$ cat src/hfa_pkg.sv
// Purpose: Shared constants for the half-flash converter host sequencer
// Assumes: 20 MHz system clock, 50 ns period
// Notes: Time figures in ns; cycle counts derived here
package hfa_pkg;
	// ------------------------------------------------------------
	// Timing
	// ------------------------------------------------------------
	localparam int CLK_PERIOD_NS = 50;
	localparam int RECOVERY_GAP_NS = 350;
	localparam int START_LOW_NS = 250;
	localparam int START_TO_READ_NS = 250;
	localparam int INTERNAL_TIMEOUT_DELAY_NS = 380;
	localparam int ACCESS_NS = 160;
	// Least times round up
	localparam int RECOVERY_CYC =
		(RECOVERY_GAP_NS + CLK_PERIOD_NS - 1) / CLK_PERIOD_NS;
	localparam int START_LOW_CYC =
		(START_LOW_NS + CLK_PERIOD_NS - 1) / CLK_PERIOD_NS;
	localparam int START_TO_READ_CYC =
		(START_TO_READ_NS + CLK_PERIOD_NS - 1) / CLK_PERIOD_NS;
	localparam int ACCESS_CYC =
		(ACCESS_NS + CLK_PERIOD_NS - 1) / CLK_PERIOD_NS;
	// Give-up bound while waiting for completion flags
	localparam int DONE_TIMEOUT_CYC =
		4 * ((INTERNAL_TIMEOUT_DELAY_NS + CLK_PERIOD_NS - 1)
		/ CLK_PERIOD_NS);
	localparam int CNT_W = 8;
	// ------------------------------------------------------------
	// Data layout
	// ------------------------------------------------------------
	localparam int RESULT_W = 8;
	localparam int NIBBLE_W = 4;
	localparam logic [7:0] RESULT_RST = 8'h00;
	// Sequencer states
	typedef enum logic [2:0] {
		ST_IDLE = 3'b000,
		ST_START = 3'b001,
		ST_GAPRD = 3'b010,
		ST_WAIT = 3'b011,
		ST_ACCESS = 3'b100,
		ST_RECOVER = 3'b101
	} hfa_state_type;
endpackage : hfa_pkg

$ cat src/hfa_sync_if.sv
// Purpose: Carrier of synchronised device pin levels
// Assumes: Single clock domain
// Notes: Driven by the synchroniser, read by the sequencer
`timescale 1ns/1ps
`default_nettype none
interface hfa_sync_if;
	logic done_n;
	logic wait_n;
	logic ovr_n;
	logic [7:0] data;
	modport src (output done_n, output wait_n, output ovr_n, output data);
	modport dst (input done_n, input wait_n, input ovr_n, input data);
endinterface : hfa_sync_if
`default_nettype wire
$ cat src/hfa_host_seq.sv
// Purpose: Host-side sequencer driving a half-flash 8-bit converter
// Assumes: 20 MHz clock; device pins asynchronous; pull-up on wait pin
// Notes: Pin inputs pass two flops before any logic reads them
`timescale 1ns/1ps
`default_nettype none
module hfa_host_seq (
	input wire logic clk,
	input wire logic rst,
	input wire logic req_valid,
	input wire logic req_two_strobe,
	input wire logic req_fast_read,
	output logic req_ready,
	output logic rsp_valid,
	output logic [7:0] rsp_data,
	output logic rsp_overrange,
	output logic rsp_timeout,
	output logic device_select_n,
	output logic read_strobe_n,
	output logic mode_select,
	output logic write_start_n_o,
	output logic write_start_n_oe,
	input wire logic wait_request_n_i,
	input wire logic conversion_done_n,
	input wire logic overrange_n,
	input wire logic [7:0] result_bus
);
	// ------------------------------------------------------------
	// Declarations
	// ------------------------------------------------------------
	hfa_sync_if sy ();
	hfa_pkg::hfa_state_type state_q;
	logic [hfa_pkg::CNT_W-1:0] cnt_q;
	logic two_q;
	logic fast_q;
	logic cs_n_q;
	logic rd_n_q;
	logic wr_n_q;
	logic mode_q;
	logic [7:0] data_q;
	logic ovr_q;
	logic vld_q;
	logic to_q;
	logic done_seen;

	hfa_pin_sync u_sync (
		.clk(clk),
		.rst(rst),
		.pins({overrange_n, wait_request_n_i, conversion_done_n,
			result_bus}),
		.so(sy.src)
	);

	// Completion: done flag low, and in single mode the wait pin released as well
	assign done_seen = two_q ? !sy.done_n : (sy.wait_n && !sy.done_n);

	// ------------------------------------------------------------
	// Sequencer state and timing counter
	// ------------------------------------------------------------
	always_ff @(posedge clk or posedge rst) begin
		if (rst) begin
			state_q <= hfa_pkg::ST_RECOVER;
			cnt_q <= '0;
			two_q <= 1'b0;
			fast_q <= 1'b0;
		end else begin
			case (state_q)
				hfa_pkg::ST_IDLE: begin
					if (req_valid) begin
						two_q <= req_two_strobe;
						fast_q <= req_fast_read;
						cnt_q <= '0;
						state_q <= req_two_strobe ? hfa_pkg::ST_START
							: hfa_pkg::ST_WAIT;
					end
				end
				hfa_pkg::ST_START: begin
					// start strobe held its least width
					if (cnt_q == hfa_pkg::CNT_W'(hfa_pkg::START_LOW_CYC - 1)) begin
						cnt_q <= '0;
						state_q <= hfa_pkg::ST_GAPRD;
					end else begin
						cnt_q <= cnt_q + 1'b1;
					end
				end
				hfa_pkg::ST_GAPRD: begin
					// fast read after least start-to-read delay
					if (fast_q && cnt_q ==
						hfa_pkg::CNT_W'(hfa_pkg::START_TO_READ_CYC - 1)) begin
						cnt_q <= '0;
						state_q <= hfa_pkg::ST_ACCESS;
					end else if (!fast_q && done_seen) begin
						// wait for done flag before reading
						cnt_q <= '0;
						state_q <= hfa_pkg::ST_ACCESS;
					end else if (cnt_q ==
						hfa_pkg::CNT_W'(hfa_pkg::DONE_TIMEOUT_CYC)) begin
						cnt_q <= '0;
						state_q <= hfa_pkg::ST_ACCESS;
					end else begin
						cnt_q <= cnt_q + 1'b1;
					end
				end
				hfa_pkg::ST_WAIT: begin
					if (done_seen || cnt_q ==
						hfa_pkg::CNT_W'(hfa_pkg::DONE_TIMEOUT_CYC)) begin
						cnt_q <= '0;
						state_q <= hfa_pkg::ST_ACCESS;
					end else begin
						cnt_q <= cnt_q + 1'b1;
					end
				end
				hfa_pkg::ST_ACCESS: begin
					if (cnt_q == hfa_pkg::CNT_W'(hfa_pkg::ACCESS_CYC)) begin
						cnt_q <= '0;
						state_q <= hfa_pkg::ST_RECOVER;
					end else begin
						cnt_q <= cnt_q + 1'b1;
					end
				end
				hfa_pkg::ST_RECOVER: begin
					// recovery gap before next starting edge
					if (cnt_q == hfa_pkg::CNT_W'(hfa_pkg::RECOVERY_CYC - 1)) begin
						cnt_q <= '0;
						state_q <= hfa_pkg::ST_IDLE;
					end else begin
						cnt_q <= cnt_q + 1'b1;
					end
				end
				default: begin
					state_q <= hfa_pkg::ST_RECOVER;
					cnt_q <= '0;
				end
			endcase
		end
	end

	// ------------------------------------------------------------
	// Strobe pins
	// ------------------------------------------------------------
	always_ff @(posedge clk or posedge rst) begin
		if (rst) begin
			cs_n_q <= 1'b1;
			rd_n_q <= 1'b1;
			wr_n_q <= 1'b1;
			mode_q <= 1'b0;
		end else begin
			cs_n_q <= 1'b1;
			rd_n_q <= 1'b1;
			wr_n_q <= 1'b1;
			if (state_q == hfa_pkg::ST_IDLE && req_valid) begin
				// mode pin set with the start
				mode_q <= req_two_strobe;
				cs_n_q <= 1'b0;
				// falling edge of start or read samples
				wr_n_q <= !req_two_strobe;
				rd_n_q <= req_two_strobe;
			end else if (state_q == hfa_pkg::ST_START) begin
				cs_n_q <= 1'b0;
				// rising start edge at end of pulse
				wr_n_q <= (cnt_q ==
					hfa_pkg::CNT_W'(hfa_pkg::START_LOW_CYC - 1));
			end else if (state_q == hfa_pkg::ST_GAPRD) begin
				cs_n_q <= 1'b1;
			end else if (state_q == hfa_pkg::ST_WAIT) begin
				cs_n_q <= 1'b0;
				rd_n_q <= 1'b0;
			end else if (state_q == hfa_pkg::ST_ACCESS) begin
				// select and read low for data
				cs_n_q <= (cnt_q == hfa_pkg::CNT_W'(hfa_pkg::ACCESS_CYC));
				rd_n_q <= (cnt_q == hfa_pkg::CNT_W'(hfa_pkg::ACCESS_CYC));
			end
		end
	end

	// ------------------------------------------------------------
	// Result capture
	// ------------------------------------------------------------
	always_ff @(posedge clk or posedge rst) begin
		if (rst) begin
			data_q <= hfa_pkg::RESULT_RST;
			ovr_q <= 1'b0;
			vld_q <= 1'b0;
			to_q <= 1'b0;
		end else begin
			vld_q <= 1'b0;
			if ((state_q == hfa_pkg::ST_GAPRD || state_q == hfa_pkg::ST_WAIT)
				&& cnt_q == hfa_pkg::CNT_W'(hfa_pkg::DONE_TIMEOUT_CYC)
				&& !(fast_q && state_q == hfa_pkg::ST_GAPRD)) begin
				to_q <= !done_seen;
			end else if (state_q == hfa_pkg::ST_IDLE && req_valid) begin
				to_q <= 1'b0;
			end
			if (state_q == hfa_pkg::ST_ACCESS &&
				cnt_q == hfa_pkg::CNT_W'(hfa_pkg::ACCESS_CYC)) begin
				// upper nibble in bits 7:4, lower in 3:0
				// code taken as the device presents it
				data_q <= sy.data;
				ovr_q <= !sy.ovr_n;
				vld_q <= 1'b1;
			end
		end
	end

	// ------------------------------------------------------------
	// Outputs
	// ------------------------------------------------------------
	assign req_ready = (state_q == hfa_pkg::ST_IDLE);
	assign rsp_valid = vld_q;
	assign rsp_data = data_q;
	assign rsp_overrange = ovr_q;
	assign rsp_timeout = to_q;
	assign device_select_n = cs_n_q;
	assign read_strobe_n = rd_n_q;
	assign mode_select = mode_q;
	assign write_start_n_o = wr_n_q;
	// shared pin driven only in two-strobe mode
	assign write_start_n_oe = !mode_q;

	// ------------------------------------------------------------
	// Checks
	// ------------------------------------------------------------
	a_start_width: assert property (@(posedge clk) disable iff (rst)
		$fell(wr_n_q) |-> !wr_n_q [*5])
		else $error("start strobe too short");
	a_gap_before: assert property (@(posedge clk) disable iff (rst)
		$rose(cs_n_q) && state_q == hfa_pkg::ST_RECOVER
		|-> cs_n_q [*7])
		else $error("recovery gap violated");
	a_fast_read: assert property (@(posedge clk) disable iff (rst)
		$rose(wr_n_q) && fast_q |-> rd_n_q [*5])
		else $error("read too early after start");
	a_single_pin: assert property (@(posedge clk) disable iff (rst)
		!mode_q && !cs_n_q |-> write_start_n_oe && wr_n_q)
		else $error("shared pin driven in single mode");
	a_read_select: assert property (@(posedge clk) disable iff (rst)
		!rd_n_q |-> !cs_n_q)
		else $error("read without select");
	a_mode_pin: assert property (@(posedge clk) disable iff (rst)
		!wr_n_q |-> mode_q)
		else $error("start strobe in single mode");
	a_start_sample: assert property (@(posedge clk) disable iff (rst)
		req_valid && req_ready |=> !cs_n_q && (!wr_n_q || !rd_n_q))
		else $error("no starting edge");
	a_rsp_end: assert property (@(posedge clk) disable iff (rst)
		rsp_valid |-> rd_n_q && cs_n_q)
		else $error("strobes not released at result");
	c_single: cover property (@(posedge clk) disable iff (rst)
		rsp_valid && !mode_q);
	c_two_slow: cover property (@(posedge clk) disable iff (rst)
		rsp_valid && mode_q && !fast_q);
	c_two_fast: cover property (@(posedge clk) disable iff (rst)
		rsp_valid && fast_q);
endmodule : hfa_host_seq
`default_nettype wire

$ cat src/hfa_pin_sync.sv
// Purpose: Two-flop synchronisers for all device outputs
// Assumes: Pins are asynchronous to clk
// Notes: First stage is read only by the second stage
`timescale 1ns/1ps
`default_nettype none
module hfa_pin_sync (
	input wire logic clk,
	input wire logic rst,
	input wire logic [10:0] pins,
	hfa_sync_if.src so
);
	logic [10:0] meta_q;
	logic [10:0] sync_q;
	genvar i;
	// ------------------------------------------------------------
	// Per-bit two-stage chain; idle levels are high for strobes
	// ------------------------------------------------------------
	generate
		for (i = 0; i < 11; i++) begin : g_bit
			always_ff @(posedge clk or posedge rst) begin
				if (rst) begin
					meta_q[i] <= 1'b1;
					sync_q[i] <= 1'b1;
				end else begin
					meta_q[i] <= pins[i];
					sync_q[i] <= meta_q[i];
				end
			end
		end
	endgenerate
	assign so.data = sync_q[7:0];
	assign so.done_n = sync_q[8];
	assign so.wait_n = sync_q[9];
	assign so.ovr_n = sync_q[10];
endmodule : hfa_pin_sync
`default_nettype wire

$ cat config.mk
export PLATFORM = sky130hd
export DESIGN_NAME = hfa_host_seq
export DESIGN_NICKNAME = d
export VERILOG_FILES = /design/src/hfa_pkg.sv /design/src/hfa_sync_if.sv /design/src/hfa_host_seq.sv /design/src/hfa_pin_sync.sv
export SDC_FILE = /design/constraint.sdc
export NUM_CORES = 1
export LEC_CHECK = 0
export ABC_AREA = 1
export BUFFER_PORTS_ARGS = -buffer_cell sky130_fd_sc_hd__buf_2
export CORE_MARGIN = 2
export CORE_UTILIZATION = 30
export CTS_BUF_LIST = sky130_fd_sc_hd__clkbuf_16
export CTS_CLUSTER_DIAMETER = 40
export DETAILED_ROUTE_END_ITERATION = 8
export PLACE_DENSITY = 0.49
export SLEW_MARGIN = 40
export SYNTH_ARGS = -nofsm -noshare
export SYNTH_HDL_FRONTEND = slang
export SYNTH_SLANG_ARGS = --single-unit
$ cat constraint.sdc
create_clock -name clk -period 3 [get_ports clk]
set_clock_uncertainty 0.2 [all_clocks]
set_input_delay 0.9 -clock clk [delete_from_list [all_inputs] [get_ports clk]]
set_output_delay 0.9 -clock clk [all_outputs]
set_load 0.05 [all_outputs]
# Yosys cells after proc, flatten, opt, wreduce, memory -nomap -nowiden
# Index checks and enable logic that the tools add are counted.
[op_classes]
add_sub_neg = 1
n_eq_ne = 14
mux = 31
n_reduce_logical = 22
[ops]
columns = ["operator", "count"]
rows = [
  ["two-way mux 8 bit", 7],
  ["one-hot mux 8 bit (5 select lines)", 1],
  ["two-way mux 3 bit", 8],
  ["one-hot mux 3 bit (6 select lines)", 1],
  ["== test 8 x 3 -> 1 bit (second input constant)", 2],
  ["two-way mux 1 bit", 13],
  ["!= test 2 bit (second input constant)", 5],
  ["adder 8 x 1 -> 8 bit (second input constant)", 1],
  ["== test 8 x 6 -> 1 bit (second input constant)", 1],
  ["logical AND 1 bit", 8],
  ["zero test 1 bit", 7],
  ["== test 3 x 2 -> 1 bit (second input constant)", 2],
  ["== test 3 bit (second input constant)", 2],
  ["AND reduction 6 bit", 1],
  ["!= test 4 bit (second input constant)", 1],
  ["== test 3 x 1 -> 1 bit (second input constant)", 1],
  ["zero test 3 bit", 1],
  ["logical OR 1 bit", 2],
  ["two-way mux 2 bit", 1],
  ["AND reduction 2 bit", 1],
  ["nonzero test 2 bit", 1],
  ["OR reduction 2 bit", 1],
]
[word_totals]
ff_bits = 50
input_bits = 16
output_inout_bits = 17
elab_cells = 102

# Depth between registers and ports, before layout
# Gate-level depths: netlist of the first run.
[depth]
word_depth = 7
mapped_depth = 11
ltp_nobuf = 11

# Cells and area by module
# Synthesis of the first run repeated with hierarchy kept, for this count alone.
[unflattened]
cells_unflattened = 209
area_unflattened_um2 = 2020.7
[modules_own_cells]
columns = ["mod", "instances", "cells_each", "area_per_inst_um2", "seq_area_each_um2"]
rows = [
  ["hfa_host_seq", 1, 186, 1438.9, 681.9],
  ["hfa_pin_sync", 1, 23, 581.8, 578.1],
]

# Worst setup path before layout of the first run
# OpenSTA, ideal clock, no wires.
[synth_timing]
path_type = "reg2out"
start = "register two_q (netlist name)"
end = "output write_start_n_oe"
arrival_ns = 0.971
t_required_ns = 1.900
setup_slack_ns = 0.929
path_stages_with_launch = 2
path_buffers = 0
path_cell_list = "dfrtp_1 inv_1"
[synth_lines]
columns = ["element", "line_no", "source"]
rows = [
  ["end, declared", "hfa_host_seq.sv:21", "output logic write_start_n_oe,"],
]

# Worst setup path in the final report of the first run
[layout_timing]
start = "register state_q[0]"
end = "output req_ready"
[layout_via]
elab_chain_cells = 1
[layout_rtl]
columns = ["element", "line_no", "source"]
rows = [
  ["start, declared", "hfa_host_seq.sv:31", "hfa_pkg::hfa_state_type state_q;"],
  ["start signal, assigned", "hfa_host_seq.sv:61", "state_q <= hfa_pkg::ST_RECOVER;"],
  ["start signal, assigned", "hfa_host_seq.sv:72", "state_q <= req_two_strobe ? hfa_pkg::ST_START"],
  ["start signal, assigned", "hfa_host_seq.sv:80", "state_q <= hfa_pkg::ST_GAPRD;"],
  ["zero test 3 bit", "hfa_host_seq.sv:207", "assign req_ready = (state_q == hfa_pkg::ST_IDLE);"],
  ["end, declared", "hfa_host_seq.sv:12", "output logic req_ready,"],
]
# Every way passes these cells.

==> flow_metrics.tcl, run 1 <==
set metrics [dict create \
    outcome "completed" \
    p_int_w 0.00144 \
    worstSetupPathType "reg2out" \
    max_slew_margin 0.661 \
    crit_buf_inv 2 \
    synth_top_flop_cell "dfstp_2" \
    p_per_area_nw_per_um2 1060 \
    finalPower_w 0.00257 \
    numPortBuffers 32 \
    p_clk_frac 0.225 \
    reg2reg_to "cnt_q[3]" \
    ctsHoldBuffers 0 \
    cp_top_family "flip-flops" \
    post_drt_via_cell_ratio 4.30 \
    root_buffer "clkbuf_16" \
    drv_slew 0 \
    finalInstanceArea_sq_um 2430 \
    gp_congestion 0.754 \
    htreeDepth 2 \
    antenna_found_initial 0 \
    die_h_microns 86.1 \
    power_frac_seq 0.369 \
    grt_max_degree 27 \
    drive_gt1_frac 0.367 \
    post-route-period-util 0.820 \
    hold_viol_final 0 \
    netSwitchingFraction 0.441 \
    initial_core_util 0.315 \
    overflow 0 \
    synthArstFlopShare 1.00 \
    dieArea_sq_um 7410 \
    cts.sinks 49 \
    yosysWarnings 0 \
    synth_nets 217 \
    cp_cell_sequence "nor2_4 -> nand2_1 -> inv_2 -> buf_2" \
    drtIter0Drc 61 \
    cpMaxStageDelayCell "dfstp_2" \
    r2r_slack_ps 1050 \
    tightest_slew_ps 508 \
    first_global_vias 1363 \
    worstReg2RegStart "cnt_q[0]" \
    final_cell_mix "nand2_1 (55), buf_2 (32), dfstp_2 (27), dfrtp_1 (22), nor2_1 (19)" \
    holdCritStartpoint "u_sync.meta_q[4]" \
    wl_mm 3.60 \
    path_clk_slew_ps 70 \
    fp-row-count 29 \
    pin_count 33 \
    ys_types 28 \
    drv_cap 0 \
    switchingPower_w 0.00113 \
    final_nets 255 \
    antenna_cells 0 \
    drtAntennaViolNets 0 \
    dp.final_hpwl_mm 2.63 \
    critPathCaptureType "output pin" \
    post_cts_resized 0 \
    num_vias 1351 \
    syn_to_final_growth_pct 20.2 \
    reg2reg_depth 9 \
    peakVddDrop_mv 0.311 \
    grt_pass1_wl_mm 6.42 \
    required_ps 1900 \
    slowest_delay_ps 630 \
    track_usage 0.111 \
    clockBufferDepth 2 \
    clock.fmax_mhz 406 \
    clock_latency_ps 290 \
    cts_buffers 5 \
    placed_area_sq_um 2270 \
    avgSynthCellArea_sq_um 10.2 \
    finalSetupTns_ps 0 \
    postCtsSetupBuffers 0 \
    synth_edf_count 0 \
    hold_class "reg2reg" \
    cts_tree "yes" \
    leakagePower_nw 1.19 \
    synthCells 198 \
    rsz0062_at_grt "no" \
    drc_errors 0 \
    arrival_ps 1360 \
    start_kind "flop" \
    synth-seq-cells 49 \
    ys_seq_area_frac 0.624 \
    fp.coreArea_sq_um 6420 \
    detail_route.wl_per_cell_microns 11.5 \
    dr.pass1.iters 4 \
    finalSetupViolCount 0 \
    final_common_cell "nand2_1" \
    p_comb_frac 0.406 \
    synthesis.area_sq_um 2020 \
    path_max_fanout 9 \
    fp.dieW_microns 86.1 \
    final_util 0.378 \
    holdPathEnd "u_sync.so.data[4]" \
    min_period_ps 2460 \
    min_delay_path_depth 0 \
]
-- worst max path at each step --
| stage | endpoint | depth (start not counted) | slack [ps] | from |
|---|---|---|---|---|
| after detailed placement | req_ready | 4 | 850 | state_q[0] |
| final | req_ready | 4 | 540 | state_q[0] |
| after global placement | req_ready | 4 | 890 | state_q[0] |
| after CTS | req_ready | 4 | 530 | state_q[0] |
| after floorplan | cnt_q[0] | 1 | 770 | rst |
| after global routing | req_ready | 4 | 470 | state_q[0] |
-- cell families after synthesis --
| kind of cell | count (synthesis) | share of synthesized area |
|---|---|---|
| xor gates and xnor gates | 5 | 0.0217 |
| adders and majority gates | 3 | 0.0186 |
| buffers and inverters | 26 | 0.0570 |
| and+or+nand+nor | 100 | 0.234 |
| AOI/OAI and AO/OA | 15 | 0.0452 |
| DFF | 49 | 0.624 |
-- power groups by stage --
stage                     Sequential [W]  Clock (W)  Combinational, W
after global placement          0.000955          0           0.00105
final                           0.000949   0.000578           0.00104
after global routing            0.000974   0.000628           0.00115
after detailed placement        0.000964          0           0.00105
after floorplan                  0.00125          0          0.000550
after CTS                       0.000952   0.000603           0.00106
-- per-stage QoR --
stage	hold slack, ps	setup slack [ps]	std cells
final	156	539	314
after global routing	159	473	314
after CTS	157	530	314
after detailed placement	147	849	306
after global placement	146	888	306
after floorplan	145	772	198
-- layout make-up --
| class | instances | area [sq um] |
|---|---|---|
| Fill cell | 629 | 3990 |
| Sequential cell | 49 | 1260 |
| Multi-Input combinational cell | 123 | 646 |
| Timing Repair Buffer | 33 | 180 |
| Clock buffer | 5 | 125 |
| Tap cell | 77 | 96.3 |
| Inverter | 24 | 92.6 |
| Clock inverter | 3 | 28.8 |
-- layer usage --
metal  vias up  GRT usage  wire [microns]
met5         -          0               0
met4         0     0.0390              53
met3         4     0.0356             129
met2        25      0.183            1740
met1       626      0.138            1680
li1        696          -               -
-- state kept, by name, summed over array words and instances (netlist names) --
name,count
cnt_q,8
rsp_timeout,1
state_q,3
u_sync.so.wait_n,1
rsp_overrange,1
u_sync.so.ovr_n,1
write_start_n_o,1
rsp_data,8
read_strobe_n,1
fast_q,1
u_sync.meta_q,11
two_q,1
u_sync.so.done_n,1
u_sync.so.data,8
device_select_n,1
rsp_valid,1
-- cell usage after synthesis, types with 3 or more instances --
cell type	instances	area, sq um
dfrtp_1	22	551
dfstp_2	27	709
ha_1	3	37.5
inv_1	19	71.3
inv_2	4	15.0
nand2_1	55	206
nand2_2	3	18.8
nand3_1	8	40.0
nand4_1	4	25.0
nor2_1	19	71.3
nor2_4	3	33.8
o21ai_0	8	40.0
xor2_1	5	43.8
Note: power is estimated with default switching activity, not from simulation.
==> inputs of run 2 (changes only) <==
--- a/config.mk
+++ b/config.mk
@@ -12,7 +12,7 @@
 export CTS_BUF_LIST = sky130_fd_sc_hd__clkbuf_16
 export CTS_CLUSTER_DIAMETER = 40
 export DETAILED_ROUTE_END_ITERATION = 8
-export PLACE_DENSITY = 0.49
+export PLACE_DENSITY = 0.5
 export SLEW_MARGIN = 40
 export SYNTH_ARGS = -nofsm -noshare
 export SYNTH_HDL_FRONTEND = slang
==> constraint.sdc (replaced) <==
create_clock -name clk -period 2 [get_ports clk]
set_clock_uncertainty 0.2 [all_clocks]
set_input_delay 0.6 -clock clk [delete_from_list [all_inputs] [get_ports clk]]
set_output_delay 0.6 -clock clk [all_outputs]
set_load 0.05 [all_outputs]
==> run 2 against run 1 <==
  * Highest routed layer unchanged
  * Wire length decreased by 2.3%
  * Final cell count increased by 0.96%
  * Power increased by 56%
  * Largest power group unchanged
  * Clock power increased by 68%
  * Global-route usage decreased by 0.75 points
  * Via count increased by 1.2%
  * Utilization increased by 0.97 points
  * Final area increased by 2.6%
  * First-iteration DRC count decreased by 46%
==> flow_metrics.tcl, run 2 (synthesis results as in run 1) <==
set metrics [dict create \
    die_h_microns 86.1 \
    initial_core_util 0.315 \
    path_max_fanout 6 \
    wl_mm 3.52 \
    required_ps 1200 \
    setup.worst_path.start "state_q[2]" \
    clockBufferDepth 2 \
    final_nets 258 \
    grt_max_degree 50 \
    critPathCaptureType "output pin" \
    fp.dieW_microns 86.1 \
    detail_route.wl_per_cell_microns 11.1 \
    peakVddDrop_mv 0.495 \
    rsz0062_at_grt "yes" \
    p_clk_frac 0.242 \
    fp.coreArea_sq_um 6420 \
    clock.fmax_mhz 511 \
    drtIter0Drc 33 \
    htreeDepth 2 \
    hold_viol_final 0 \
    p_per_area_nw_per_um2 1610 \
    final_common_cell "nand2_1" \
    leakagePower_nw 1.22 \
    first_global_vias 1337 \
    start_kind "flop" \
    p_comb_frac 0.408 \
    power_frac_seq 0.350 \
    post_drt_via_cell_ratio 4.31 \
    antenna_cells 0 \
    gp_congestion 0.851 \
    overflow 0 \
    track_usage 0.104 \
    post-route-period-util 0.979 \
    cts_buffers 5 \
    worstReg2RegStart "cnt_q[0]" \
    fp-row-count 29 \
    numPortBuffers 32 \
    dp.final_hpwl_mm 2.52 \
    pin_count 33 \
    dieArea_sq_um 7410 \
    max_slew_margin 0.771 \
    dr.pass1.iters 4 \
    cts.sinks 49 \
    hold_class "in2async" \
    final_cell_mix "nand2_1 (54), buf_2 (31), dfstp_2 (27), dfrtp_1 (22), nor2_1 (19)" \
    finalSetupTns_ps 0 \
    syn_to_final_growth_pct 23.3 \
    worstSetupPathType "reg2out" \
    final_util 0.388 \
    arrival_ps 1160 \
    num_vias 1367 \
    drive_gt1_frac 0.379 \
    min_period_ps 1960 \
    clock_latency_ps 280 \
    drv_cap 0 \
    antenna_found_initial 0 \
    cts_tree "yes" \
    grt_pass1_wl_mm 6.02 \
    path_clk_slew_ps 70 \
    tightest_slew_ps 343 \
    finalPower_w 0.00401 \
    finalSetupViolCount 0 \
    drtAntennaViolNets 0 \
    max_flop_register "u_sync.meta_q" \
    switchingPower_w 0.00169 \
    largest_register_ffs 11 \
    drv_slew 0 \
    drc_errors 0 \
    netSwitchingFraction 0.421 \
    outcome "completed" \
    root_buffer "clkbuf_16" \
    p_int_w 0.00232 \
]
## run 2: cell types whose count changed in the layout (fill, tap and decap cells not counted), sizes merged
cell	before	now
clkinv	1	0
buf	33	36
bufinv	0	1
## run 2: final timing paths
path / cells past startpoint / end / slack, ps
worst max-delay path: 4 / req_ready / 40
worst min-delay path: 3 / rsp_data[3] / 140
worst max register to register: 9 / cnt_q[3] / 160
worst min register to register: 0 / u_sync.so.ovr_n / 160
max in group asynchronous: 3 / write_start_n_o / 1170
min in group clk: 0 / u_sync.so.ovr_n / 160
## run 2: critical path, cell delays in order, from the launching register on
cell     delay, ps
dfstp_2        560
inv_4           50
nand2_4         70
inv_2           40
buf_6          140
## run 2: layout make-up
type,instances,area (sq um)
Clock buffer,5,125
Clock inverter,3,47.5
Fill cell,652,3930
Inverter,24,95.1
Multi-Input combinational cell,123,658
Sequential cell,49,1260
Tap cell,77,96.3
Timing Repair Buffer,36,209
## run 2: power by group through the flow
stage / sequential [W] / clock, W / combinational [W]
6_report: 0.00141 / 0.000970 / 0.00164
5_1_grt: 0.00144 / 0.00105 / 0.00179
4_1_cts: 0.00141 / 0.00101 / 0.00164
3_5_place_dp: 0.00143 / 0 / 0.00159
3_3_place_gp: 0.00142 / 0 / 0.00160
2_1_floorplan: 0.00187 / 0 / 0.000825
## run 2: stage by stage
stage | instance area [sq um] | hold slack, ps | setup WS [ps] | instances
finish | 2490 | 141 | 41.2 | 317
detailed placement | 2290 | 147 | 120 | 308
floorplan | 2020 | 145 | 71.9 | 198
global route | 2490 | 155 | -10.8 | 317
global placement | 2290 | 146 | 159 | 308
CTS | 2480 | 150 | 11.1 | 317
## run 2: timing repair
action	in CTS	in global routing
endpoints found under the setup margin	1	7
pin swaps	0	0
hold buffers	0	0
gates resized for setup	3	3
buffers inserted	1	0
## run 2: routing by layer
| metal | vias to the layer above | share of wire | GRT usage | wire (microns) |
|---|---|---|---|---|
| met3 | 4 | 0.045 | 0.0269 | 158 |
| met1 | 634 | 0.45 | 0.132 | 1580 |
| met4 | 0 | 0.014 | 0.0433 | 50 |
| met2 | 33 | 0.49 | 0.168 | 1730 |
| li1 | 696 | - | - | - |
| met5 | - | 0 | 0 | 0 |
